File: src/shared/svmon_pkg.sv
// Purpose: constants and types for the supply voltage event monitor
// Assumes: one 25 MHz core clock, plain register port
// Notes:   register indices are word indices on the register port
// Overview of operation
// RL1 - four-bit field picks one of sixteen levels
// RL2 - level 1111 selects the external trip input
// RL3 - qualified comparator crossing sets the event flag
// RL4 - direction bit one rising, zero falling
// RL5 - no event before reference settled after enable
// RL6 - settle interval fixed, crossings then ignored
// RL7 - software order: level, direction, enable, clear, irq
// RL8 - flag, enable, global enable at their bit positions
// RL9 - software disables before changing level or direction
// RL10 - works in sleep, wakes core, vectors if global
// RL11 - any reset returns registers, monitor disabled
// RL12 - control bit four switches the monitor on
// RL13 - control bit five reads reference settled
// RL14 - settle counter runs from enable, clears on disable
// RL15 - flag sticky until cleared, comparator synchronised
package svmon_pkg;
  localparam logic [2:0] SVMON_ADDR_CTRL    = 3'h0;
  localparam logic [2:0] SVMON_ADDR_INTCORE = 3'h1;
  localparam logic [2:0] SVMON_ADDR_PRIO2   = 3'h2;
  localparam logic [2:0] SVMON_ADDR_EN2     = 3'h3;
  localparam logic [2:0] SVMON_ADDR_FLAG2   = 3'h4;
  localparam logic [2:0] SVMON_ADDR_ISTAT   = 3'h5;
  localparam logic [2:0] SVMON_ADDR_ICLR    = 3'h6;
  localparam logic [2:0] SVMON_ADDR_IEN     = 3'h7;
  localparam int SVMON_BIT_DIR     = 7;
  localparam int SVMON_BIT_BGSTAB  = 6;
  localparam int SVMON_BIT_SETTLED = 5;
  localparam int SVMON_BIT_ENABLE  = 4;
  localparam int SVMON_BIT_GLOBAL  = 7;
  localparam int SVMON_BIT_EVT     = 2;
  localparam logic [3:0] SVMON_LEVEL_EXTERNAL = 4'hF;
  localparam logic [7:0] SVMON_CTRL_RESET  = 8'h05;
  localparam logic [7:0] SVMON_ZERO_RESET  = 8'h00;
  localparam logic [7:0] SVMON_PRIO_RESET  = 8'hFF;
  localparam int SVMON_CLK_HZ         = 25000000;
  localparam int SVMON_SETTLE_TIME_US = 25; // arbitrary settling time, microseconds
  localparam int SVMON_SETTLE_CYCLES  = (SVMON_SETTLE_TIME_US * (SVMON_CLK_HZ / 1000000));
  localparam int SVMON_IEV_EVENT   = 0;
  localparam int SVMON_IEV_SETTLED = 1;

  typedef struct packed {
    logic       dir;
    logic       enable;
    logic [3:0] level;
  } svmon_cfg_type;

  typedef struct packed {
    logic       wr;
    logic       rd;
    logic [2:0] addr;
    logic [7:0] wdata;
  } svmon_bus_type;
endpackage : svmon_pkg

File: src/verilog/svmon_settle.sv
// Purpose: reference settle timer for the voltage monitor
// Assumes: enable is a registered level
// Notes:   settled holds until enable drops
module svmon_settle
  import svmon_pkg::*;
#(
  parameter int CYCLES = SVMON_SETTLE_CYCLES
) (
  input  wire logic clk,
  input  wire logic rst,
  input  wire logic enable,
  output logic      settled
);
  logic [15:0] count;
  logic [15:0] en_cycles; // independent cycle count for the settle check

  // helper: cycles since enable, saturating, cleared on disable
  always_ff @(posedge clk or posedge rst) begin
    if (rst) begin
      en_cycles <= 16'h0000;
    end else if (!enable) begin
      en_cycles <= 16'h0000;
    end else if (en_cycles != 16'hFFFF) begin
      en_cycles <= en_cycles + 16'h0001;
    end
  end

  // count from enable, restart on disable
  always_ff @(posedge clk or posedge rst) begin
    if (rst) begin
      count   <= 16'h0000;
      settled <= 1'b0;
    end else if (!enable) begin
      count   <= 16'h0000; // RL14
      settled <= 1'b0;
    end else if (count == 16'(CYCLES - 1)) begin
      settled <= 1'b1; // RL6
    end else begin
      count <= count + 16'h0001; // RL14
    end
  end
endmodule // svmon_settle

File: src/verilog/svmon_top.sv
// Purpose: control, event and interrupt logic of the supply voltage monitor
// Assumes: comparator output is asynchronous and high when supply is above trip
// Notes:   read data appear the cycle after the read strobe
//
// The address-and-strobe port and the placing of the registers were left to the implementer.
module svmon_top
  import svmon_pkg::*;
#(
  parameter int SETTLE_CYCLES = SVMON_SETTLE_CYCLES
) (
  input  wire logic       CORE_CLK,
  input  wire logic       RST,
  input  wire logic [2:0] ADDR,
  input  wire logic [7:0] WDATA,
  input  wire logic       WR,
  input  wire logic       RD,
  output logic      [7:0] RDATA,
  input  wire logic       COMP_ABOVE,
  input  wire logic       BANDGAP_STABLE,
  input  wire logic       SLEEPING,
  output logic            REF_POWER_EN,
  output logic [3:0]      DIVIDER_TAP,
  output logic            USE_EXTERNAL_TRIP,
  output logic            WAKE,
  output logic            VECTOR_REQ,
  output logic            EVENT_PRIORITY,
  output logic            IRQ
);
  svmon_bus_type bus;
  svmon_cfg_type cfg;
  logic [7:0] intcore;
  logic [7:0] prio2;
  logic [7:0] en2;
  logic [7:0] flag2;
  logic [1:0] istat;
  logic [1:0] ien;
  logic       comp_meta;
  logic       comp_sync;
  logic       comp_prev;
  logic       bg_meta;
  logic       bg_sync;
  logic       settled;
  logic       settled_prev;
  logic       crossing;
  logic       event_hit;
  logic [1:0] next_istat;

  typedef enum logic [2:0] {
    SVMON_OFF     = 3'b001,
    SVMON_SETTLE  = 3'b010,
    SVMON_ARMED   = 3'b100
  } svmon_state_type;
  svmon_state_type state;

  function automatic logic is_addr(input svmon_bus_type b, input logic [2:0] a);
    return b.addr == a;
  endfunction

  assign bus = '{wr: WR, rd: RD, addr: ADDR, wdata: WDATA};

  // control register fields: level, enable, direction
  always_ff @(posedge CORE_CLK or posedge RST) begin
    if (RST) begin
      cfg <= '{dir: SVMON_CTRL_RESET[SVMON_BIT_DIR], enable: SVMON_CTRL_RESET[SVMON_BIT_ENABLE],
               level: SVMON_CTRL_RESET[3:0]}; // RL11
    end else if (bus.wr && is_addr(bus, SVMON_ADDR_CTRL)) begin
      cfg.level  <= bus.wdata[3:0]; // RL1
      cfg.enable <= bus.wdata[SVMON_BIT_ENABLE]; // RL12
      cfg.dir    <= bus.wdata[SVMON_BIT_DIR]; // RL4
    end
  end

  // interrupt core, priority and enable registers
  always_ff @(posedge CORE_CLK or posedge RST) begin
    if (RST) begin
      intcore <= SVMON_ZERO_RESET; // RL11
      prio2   <= SVMON_PRIO_RESET;
      en2     <= SVMON_ZERO_RESET;
      ien     <= 2'b00;
    end else if (bus.wr) begin
      if (is_addr(bus, SVMON_ADDR_INTCORE)) intcore <= bus.wdata;
      if (is_addr(bus, SVMON_ADDR_PRIO2)) prio2 <= bus.wdata;
      if (is_addr(bus, SVMON_ADDR_EN2)) en2 <= bus.wdata;
      if (is_addr(bus, SVMON_ADDR_IEN)) ien <= bus.wdata[1:0];
    end
  end

  // synchronisers for comparator and bandgap status
  always_ff @(posedge CORE_CLK or posedge RST) begin
    if (RST) begin
      comp_meta <= 1'b0;
      comp_sync <= 1'b0;
      comp_prev <= 1'b0;
      bg_meta   <= 1'b0;
      bg_sync   <= 1'b0;
    end else begin
      comp_meta <= COMP_ABOVE; // RL15
      comp_sync <= comp_meta;
      comp_prev <= comp_sync;
      bg_meta   <= BANDGAP_STABLE;
      bg_sync   <= bg_meta;
    end
  end

  svmon_settle #(
    .CYCLES (SETTLE_CYCLES)
  ) u_settle (
    .clk     (CORE_CLK),
    .rst     (RST),
    .enable  (cfg.enable),
    .settled (settled)
  );

  // sequencer: off, settling, armed
  always_ff @(posedge CORE_CLK or posedge RST) begin
    if (RST) begin
      state <= SVMON_OFF;
    end else begin
      case (state)
        SVMON_OFF:    if (cfg.enable) state <= SVMON_SETTLE;
        SVMON_SETTLE: if (!cfg.enable) state <= SVMON_OFF;
                      else if (settled) state <= SVMON_ARMED; // RL5
        SVMON_ARMED:  if (!cfg.enable) state <= SVMON_OFF;
        default:      state <= SVMON_OFF;
      endcase
    end
  end

  // crossing in configured direction, also level condition at arming
  assign crossing  = cfg.dir ? (comp_sync && !comp_prev) : (!comp_sync && comp_prev); // RL4
  assign event_hit = (state == SVMON_ARMED) && settled &&
                     (crossing || ((cfg.dir == comp_sync) && !settled_prev)); // RL3 RL5

  always_ff @(posedge CORE_CLK or posedge RST) begin
    if (RST) settled_prev <= 1'b0;
    else settled_prev <= (state == SVMON_ARMED);
  end

  // peripheral flag register: set wins over software clear
  always_ff @(posedge CORE_CLK or posedge RST) begin
    if (RST) begin
      flag2 <= SVMON_ZERO_RESET;
    end else begin
      if (bus.wr && is_addr(bus, SVMON_ADDR_FLAG2)) flag2 <= bus.wdata; // RL15
      if (event_hit) flag2[SVMON_BIT_EVT] <= 1'b1; // RL3 RL8
    end
  end

  // sticky status of the block's own events, write-one-to-clear
  always_comb begin
    next_istat = istat;
    if (bus.wr && is_addr(bus, SVMON_ADDR_ICLR)) next_istat = istat & ~bus.wdata[1:0];
    if (event_hit) next_istat[SVMON_IEV_EVENT] = 1'b1;
    if (settled && !settled_prev && state == SVMON_SETTLE)
      next_istat[SVMON_IEV_SETTLED] = 1'b1;
  end

  always_ff @(posedge CORE_CLK or posedge RST) begin
    if (RST) istat <= 2'b00;
    else istat <= next_istat;
  end

  // read data, one cycle after the strobe
  always_ff @(posedge CORE_CLK or posedge RST) begin
    if (RST) begin
      RDATA <= 8'h00;
    end else if (bus.rd) begin
      case (bus.addr)
        SVMON_ADDR_CTRL:    RDATA <= {cfg.dir, bg_sync, settled, cfg.enable, cfg.level}; // RL13
        SVMON_ADDR_INTCORE: RDATA <= intcore;
        SVMON_ADDR_PRIO2:   RDATA <= prio2;
        SVMON_ADDR_EN2:     RDATA <= en2;
        SVMON_ADDR_FLAG2:   RDATA <= flag2;
        SVMON_ADDR_ISTAT:   RDATA <= {6'h00, istat};
        SVMON_ADDR_IEN:     RDATA <= {6'h00, ien};
        default:            RDATA <= 8'h00;
      endcase
    end else begin
      RDATA <= 8'h00;
    end
  end

  // analog controls and core wake / vector requests
  assign REF_POWER_EN      = cfg.enable;
  assign DIVIDER_TAP       = cfg.level; // RL1
  assign USE_EXTERNAL_TRIP = cfg.enable && (cfg.level == SVMON_LEVEL_EXTERNAL); // RL2
  assign WAKE = SLEEPING && flag2[SVMON_BIT_EVT] && en2[SVMON_BIT_EVT]; // RL10
  assign VECTOR_REQ = flag2[SVMON_BIT_EVT] && en2[SVMON_BIT_EVT] &&
                      intcore[SVMON_BIT_GLOBAL]; // RL8 RL10
  assign EVENT_PRIORITY = prio2[SVMON_BIT_EVT];
  assign IRQ = |(istat & ien);
endmodule // svmon_top

File: config.mk
export PLATFORM = sky130hd
export DESIGN_NAME = svmon_top
export DESIGN_NICKNAME = d
export VERILOG_FILES = /design/src/shared/svmon_pkg.sv /design/src/verilog/svmon_settle.sv /design/src/verilog/svmon_top.sv
export SDC_FILE = /design/constraint.sdc
export NUM_CORES = 1
export LEC_CHECK = 0
export BUFFER_PORTS_ARGS = -buffer_cell sky130_fd_sc_hd__buf_2
export CORE_MARGIN = 2
export CORE_UTILIZATION = 50
export DETAILED_ROUTE_END_ITERATION = 6
export PLACE_DENSITY = 0.66
export SLEW_MARGIN = 10
export SYNTH_ARGS = -nofsm -noshare
export SYNTH_HDL_FRONTEND = slang
export SYNTH_SLANG_ARGS = --single-unit
File: constraint.sdc
create_clock -name CORE_CLK -period 2.65 [get_ports CORE_CLK]
set_input_delay 0.1325 -clock CORE_CLK [delete_from_list [all_inputs] [get_ports CORE_CLK]]
set_output_delay 0.1325 -clock CORE_CLK [all_outputs]
set_load 0.05 [all_outputs]
== Word level (Yosys, flattened, before mapping) ==
Index checks and enable logic that the tools add are counted.

* Memory bits (writable): 0
* Input port bits: 18
* Memories kept: 0
* Bits in read-only memories: 0
* Register bits: 76
* Bits in latches: 0

* Reduce and logical (&&, ||, !) cells: 29
* Mux-type cells: 17
* Magnitude comparators: 0
* Bitwise logic cells: 3
* Equality and inequality tests: 18
* Add/subtract/negate cells: 1
* Div/mod/pow operators: 0
* Multipliers: 0
* Shifts and indexed selects: 0

{| class="wikitable"
|+ Operator list
! cell !! count
|-
| 8-bit one-hot mux with 7 select lines || 1
|-
| 16-bit two-way mux || 2
|-
| 16-bit by 1-bit adder with 16-bit output, second input constant || 1
|-
| 16-bit by 10-bit equality test with 1-bit output, second input constant || 1
|-
| 3-bit equality test, second input constant || 5
|-
| 1-bit logical AND || 15
|-
| 3-bit two-way mux || 5
|-
| 3-bit by 2-bit equality test with 1-bit output, second input constant || 3
|-
| 3-bit one-hot mux with 3 select lines || 1
|-
| 8-bit two-way mux || 1
|-
| 2-bit AND reduction || 4
|-
| 3-bit by 1-bit equality test with 1-bit output, second input constant || 2
|-
| 1-bit two-way mux || 6
|-
| 2-bit != test, second input constant || 3
|-
| 2-bit nonzero test || 3
|-
| 2-bit bitwise AND || 2
|-
| 4-bit equality test, second input constant || 1
|-
| 1-bit logical NOT || 3
|-
| 3-bit logical NOT || 1
|-
| 3-bit by 2-bit != test with 1-bit output, second input constant || 1
|-
| 3-bit AND reduction || 1
|-
| 2-bit two-way mux || 1
|-
| 2-bit by 1-bit != test with 1-bit output, second input constant || 1
|-
| 2-bit inverter || 1
|-
| 3 further kinds || 3
|}

== Logic depth before layout (Yosys ltp) ==
Gate-level depths: netlist (run 1).

* Depth in word-level cells: 6
* Mapped depth: 6
* Depth with buffers taken out: 6

== Cells and area by module ==
Synthesis (run 1) repeated with hierarchy kept, for this count alone.

* Cells, all modules: 302
* Area total of the unflattened synthesis: 3,642.2 um^2

{| class="wikitable"
|+ By module, submodules not included
! module !! times used !! area an instance (um^2) !! cells each
|-
| svmon_top || 1 || 2,727.6 || 213
|-
| svmon_settle || 1 || 914.6 || 89
|}

== Worst setup path after synthesis (run 1) ==
Ideal clock, no wire load.

* Kind: register to output
* Start point: register, netlist name REF_POWER_EN
* End point: output USE_EXTERNAL_TRIP
* Arrival: 1.704 ns
* Required time: 2.518 ns
* Cell stages (with the launch flop): 4
* Slack: 0.813 ns
* Cell sequence: dfrtp_1 -> clkbuf_1 -> nand3_1 -> nor2_1

* Word-level cells in the longest chain between the ends: 1

{| class="wikitable"
|+ Ends and longest elaborated chain
! element !! line !! text
|-
| 1-bit logical AND || svmon_top.sv:186 || <nowiki>assign USE_EXTERNAL_TRIP = cfg.enable && (cfg.level == SVMON_LEVEL_EXTERNAL);</nowiki>
|-
| end, declared || svmon_top.sv:23 || <nowiki>output logic USE_EXTERNAL_TRIP,</nowiki>
|}

No other way between the ends.

== Worst setup path in the final report (run 1) ==
* Start point: register, netlist name REF_POWER_EN
* End point: output USE_EXTERNAL_TRIP

* Word-level cells in the longest chain between the ends: 1

{| class="wikitable"
|+ Ends and longest elaborated chain
! element !! line
|-
| 1-bit logical AND || svmon_top.sv:186
|}

No other way between the ends.

==> flow_metrics.py, run 1 <==
metrics = {
    "run_status": {
        "status": "finished, final reports clean",
    },
    "finish": {
        "antenna_cells": 0,
        "nNetsFinal": 337,
        "final_common_cell": "dfrtp_1",
        "fill_cells": 577,
        "final_cell_mix": "dfrtp_1 (65), mux2_2 (39), buf_2 (35)",
        "fin_cells": 418,
        "area_growth_pct": 13.2,
        "drive_above_1_share_pct": 37.6,
    },
    "grt": {
        "grt_pass1_vias": 2154,
        "grt_pass1_wl_um": 11300,
        "antenna_found_initial": 0,
        "grt_usage_pct": 19.5,
        "grt_max_degree": 36,
        "gr-total-overflow": 0,
    },
    "timing": {
        "hold_violations": 0,
        "clock.fmax_mhz": 529,
        "setup_viol": 0,
        "slew_headroom_pct": 50.2,
        "skew_ps": 6.22,
        "worst_pin_slew_ps": 747,
        "rsz0062_at_grt": "false",
        "setup_tns_ps": 0,
        "period_minus_slack_ps": 1890,
        "finalCritPeriodShare_pct": 71.3,
        "slew_violations": 0,
    },
    "setup_path": {
        "required_ps": 2520,
        "critPathLaunchType": "flip-flop",
        "arrival_ps": 1760,
        "crit_type": "reg2out",
        "crit_path_end_kind": "primary output",
        "cp_max_fo": 26,
    },
    "die": {
        "coreArea_um2": 6870,
        "die_width_um": 88.9,
        "die_area_um2": 7900,
        "die_y_um": 88.9,
        "num_rows": 30,
        "io_pins": 36,
        "initial_utilization_pct": 52.4,
    },
    "route": {
        "dr.first_iter.drc_count": 100,
        "drt-total-wl_um": 6780,
        "drtAntennaViolNets": 0,
        "drcViolationCount": 0,
        "route.detailed.wl_per_inst_um": 16.2,
        "num_vias": 2258,
        "viasPerCell": 5.40,
        "dr.pass1.iters": 4,
    },
    "hold_path": {
        "min_path_type": "in2reg",
    },
    "synthesis": {
        "syn_inst": 280,
        "synth_top_family_by_area": "multiplexers",
        "synthesis.area_um2": 3600,
        "synth_sequential_area_ratio_pct": 53.2,
        "synth-adder-area-share_pct": 0.695,
        "synthMuxAreaShare_pct": 17.8,
        "ys_ff_latch": 76,
        "synth-xor-area-share_pct": 3.16,
        "async_flop_share_pct": 100,
        "syn_avg_cell_area_um2": 12.9,
        "synth.distinct_cells": 50,
        "synth_edf_count": 0,
        "syn_nets": 300,
        "synth_compound_area_share_pct": 4.86,
        "synth-simple-area-share_pct": 17.0,
        "synthFlopType": "dfrtp_1",
        "ys_warn_count": 0,
    },
    "clock_tree": {
        "cts_htree_levels": 3,
        "clock_tree.root_cell": "clkbuf_8",
        "cts.clk_slew.worst_paths_ps": 80,
        "cts_tree": "yes",
        "worstSkewPairLatency_ps": 350,
        "clk_path_buf_depth": 2,
        "cts_sinks": 76,
        "cts_buffers": 9,
        "cts_resized": 0,
    },
    "power_and_ir_drop": {
        "power.density_nw_per_um2": 750,
        "p_leak_nw": 1.84,
        "ir_drop_v": 0.000345,
    },
    "place": {
        "place_congestion": 0.752,
        "portBuffers": 35,
        "dp_hpwl_um": 4610,
        "placedCellCount": 399,
    },
    "flow_run": {
        "drv_cap": 0,
    },
}
-- through the flow --
step	setup WS, ps	total power, W	instance area, um^2	utilization [%]	hold slack, ps
final	760	0.00306	4080	59.4	53.1
after global routing	564	0.00323	4080	59.4	51.6
after CTS	709	0.00309	4080	59.4	38.3
after detailed placement	998	0.00211	3820	55.7	242
after global placement	980	0.00209	3820	55.7	241
after floorplan	597	0.00198	3600	-	164
-- report_power, final --
part | internal, W | switching, W | total [W]
Sequential | 0.00137 | 0.000148 | 0.00151
Combinational | 0.000257 | 0.000314 | 0.000570
Clock | 0.000534 | 0.000440 | 0.000974
Total | 0.00216 | 0.000902 | 0.00306
-- logic make-up after synthesis --
group,after synthesis
fa+ha+maj,2
buf+inv,22
compound gates,24
simple gates,94
flops,76
xor+xnor,13
mux,49
-- registers in the layout, summed over array words and instances, names as in the netlist, 2 cells and up --
name and flops:
state 3, istat 2, prio2 8, DIVIDER_TAP 4, u_settle.count 16, flag2 8, intcore 8, ien 2
en2 8, RDATA 8
-- critical path: stages (launching register included) --
cell	delay, ps
dfrtp_1	830
nand3_1	180
nor2_1	130
buf_2	270
-- cells in the mapped netlist (4+ instances only) --
cell / n / area (um^2)
nor3_1: 6 / 30.0
nand4_1: 9 / 56.3
mux2_2: 39 / 439
inv_1: 8 / 30.0
nor2b_1: 4 / 25.0
mux4_1: 4 / 105
xor2_1: 8 / 70.1
o21ai_0: 4 / 20.0
nand3_1: 11 / 55.1
a22o_1: 4 / 35.0
dfstp_2: 11 / 289
xnor2_1: 5 / 43.8
and2_1: 12 / 75.1
buf_2: 4 / 20.0
nand2_1: 19 / 71.3
nor2_1: 6 / 22.5
dfrtp_1: 65 / 1630
buf_4: 6 / 45.0
-- layout make-up --
| class | count | area [um^2] | area share, % |
|---|---|---|---|
| sequential | 76 | 1920 | 47.0 |
| multi-input combinational | 182 | 1570 | 38.5 |
| timing repair buffer | 40 | 220 | 5.40 |
| clock buffer | 9 | 124 | 3.04 |
| tap | 96 | 120 | 2.94 |
| clock inverter | 7 | 100 | 2.45 |
| inverter | 8 | 30.0 | 0.736 |
-- final timing paths --
path | start | end | slack (ps) | cells after the start
max in group asynchronous | RST | prio2[5]$_DFFE_PP1P_ | 1400 | 4
hold / removal | WDATA[5] | en2[5]$_DFFE_PP0P_ | 50 | 2
setup / recovery | REF_POWER_EN$_DFFE_PP0P_ | USE_EXTERNAL_TRIP | 760 | 3
setup reg to reg | u_settle.count[0]$_DFFE_PP0P_ | u_settle.count[14]$_DFFE_PP0P_ | 1020 | 5
min in group asynchronous | RST | flag2[0]$_DFFE_PP0P_ | 440 | 3
hold reg to reg | bg_meta$_DFF_PP0_ | bg_sync$_DFF_PP0_ | 360 | 0
-- routing by layer --
| metal | GRT usage, % | part of all wire, % | vias up |
|---|---|---|---|
| li1 | - | - | 1085 |
| met1 | 29.7 | 50 | 1115 |
| met2 | 27.3 | 45 | 44 |
| met3 | 3.45 | 3.4 | 14 |
| met4 | 8.26 | 1.7 | 0 |
| met5 | 0 | 0 | - |
-- repair_timing --
| action | CTS | global route |
|---|---|---|
| setup buffers | 0 | 0 |
| endpoints found under the hold margin | 29 | 0 |
| hold buffers | 3 | 0 |
(Power assumes the default switching activity.)
==> inputs of run 2 (changes only) <==
==> constraint.sdc (replaced) <==
create_clock -name CORE_CLK -period 1.81 [get_ports CORE_CLK]
set_input_delay 0.0905 -clock CORE_CLK [delete_from_list [all_inputs] [get_ports CORE_CLK]]
set_output_delay 0.0905 -clock CORE_CLK [all_outputs]
set_load 0.05 [all_outputs]
==> flow_metrics.py, run 2 (same netlist as run 1, synthesis figures left out) <==
metrics = {
    "finish": {
        "nNetsFinal": 344,
        "antenna_cells": 0,
        "area_growth_pct": 15.5,
        "final_core_util_pct": 60.6,
        "final_cell_mix": "dfrtp_1 (65), mux2_2 (39), buf_2 (35)",
        "final_common_cell": "dfrtp_1",
        "largest-register": "u_settle.count",
        "largest_reg_flops": 16,
        "drive_above_1_share_pct": 38.3,
    },
    "hold_path": {
        "min_path_type": "in2reg",
        "min_from": "WDATA[5]",
    },
    "place": {
        "dp_hpwl_um": 4740,
        "place_congestion": 0.785,
        "portBuffers": 35,
        "place_ws_ps": 220,
    },
    "setup_path": {
        "critPathLaunchType": "flip-flop",
        "crit_start": "u_settle.count[0]$_DFFE_PP0P_",
        "cp_max_fo": 6,
        "arrival_ps": 1850,
        "crit_path_end_kind": "flip-flop",
        "rrSetupSlack_ps": 200,
        "crit_type": "reg2reg",
        "required_ps": 2050,
        "r2r-start": "u_settle.count[0]$_DFFE_PP0P_",
    },
    "flow_run": {
        "drv_cap": 0,
    },
    "die": {
        "die_y_um": 88.9,
        "num_rows": 30,
        "coreArea_um2": 6870,
        "io_pins": 36,
        "die_area_um2": 7900,
        "die_width_um": 88.9,
        "initial_utilization_pct": 52.4,
    },
    "timing": {
        "hold_violations": 0,
        "skew_ps": 8.07,
        "period_minus_slack_ps": 1610,
        "worst_pin_slew_ps": 588,
        "slew_headroom_pct": 60.7,
        "slew_violations": 0,
        "finalWorstSetupSlack_ps": 205,
        "finalCritPeriodShare_pct": 88.7,
        "setup_viol": 0,
        "clock.fmax_mhz": 623,
        "rsz0062_at_grt": "false",
        "setup_tns_ps": 0,
    },
    "route": {
        "route.detailed.wl_per_inst_um": 16.7,
        "dr.pass1.iters": 4,
        "num_vias": 2347,
        "viasPerCell": 5.52,
        "dr.first_iter.drc_count": 97,
        "drt-total-wl_um": 7090,
        "drcViolationCount": 0,
        "drtAntennaViolNets": 0,
    },
    "grt": {
        "gr-total-overflow": 0,
        "antenna_found_initial": 0,
        "grt_pass1_vias": 2260,
        "grt_pass1_wl_um": 11500,
        "grt_usage_pct": 19.8,
        "grt_max_degree": 77,
    },
    "clock_tree": {
        "clk_path_buf_depth": 2,
        "cts_htree_levels": 3,
        "cts.clk_slew.worst_paths_ps": 80,
        "cts_resized": 0,
        "cts_buffers": 9,
        "worstSkewPairLatency_ps": 350,
        "cts_sinks": 76,
        "clock_tree.root_cell": "clkbuf_8",
        "cts_tree": "yes",
    },
    "power_and_ir_drop": {
        "p_leak_nw": 1.89,
        "power.density_nw_per_um2": 1090,
        "ir_drop_v": 0.000517,
    },
    "run_status": {
        "status": "finished, final reports clean",
    },
}
## run 2: changes by cell type in the layout (fill, tap and decap cells not counted)
cell and delta:
clkinv_4 +1, buf_12 +2, dlygate4sd3_1 +1, buf_4 +4, inv_6 +1, inv_2 -1
clkbuf_1 +1, clkinvlp_4 -2
## run 2: power by group
| part | switching [W] | internal (W) | total [W] | leakage, nW |
|---|---|---|---|---|
| clock | 0.000650 | 0.000792 | 0.00144 | 0.111 |
| sequential | 0.000186 | 0.00200 | 0.00219 | 0.945 |
| combinational | 0.000503 | 0.000393 | 0.000896 | 0.832 |
## run 2: worst paths after layout
| check | to | cells after the start |
|---|---|---|
| worst max-delay path | u_settle.count[14]$_DFFE_PP0P_ | 5 |
| worst min-delay path | intcore[5]$_DFFE_PP0P_ | 2 |
| worst max register to register | u_settle.count[14]$_DFFE_PP0P_ | 5 |
| worst min register to register | comp_sync$_DFF_PP0_ | 0 |
| max in group asynchronous | prio2[4]$_DFFE_PP1P_ | 4 |
| min in group asynchronous | ien[0]$_DFFE_PP0P_ | 4 |
## run 2: timing repair
action,in CTS,in global routing
endpoints found under the hold margin,69,0
setup endpoints to repair,0,0
setup buffers,0,0
hold buffers,4,0
## run 2: layout make-up
type / instances / area (um^2)
Fill cell: 560 / 2710
Timing Repair Buffer: 47 / 300
Tap cell: 96 / 120
Sequential cell: 76 / 1920
Clock inverter: 6 / 95.1
Inverter: 8 / 33.8
Clock buffer: 10 / 128
Multi-Input combinational cell: 182 / 1570
## run 2: per-stage QoR
stage          power (W)  cell area, um^2  hold WS, ps  std cells
2_1_floorplan    0.00290             3610          122        280
3_3_place_gp     0.00308             3900          200        405
3_5_place_dp     0.00311             3900          200        405
4_1_cts          0.00457             4160         9.99        425
5_1_grt          0.00474             4160         8.31        425
6_report         0.00452             4160         23.4        425
## run 2: routing by layer
layer	global-route usage [%]	vias to the layer above	share of wire, %
met2	30.7	42	48
met4	4.96	0	0.95
li1	-	1090	-
met3	5.41	5	3.0
met1	28.0	1210	48
met5	0	-	0
## run 2: critical path: stages, from the launching register on
cell and delay (ps):
dfrtp_1 450, ha_1 270, nand4_2 200, nor4_2 340, xor2_1 90, and2_1 160
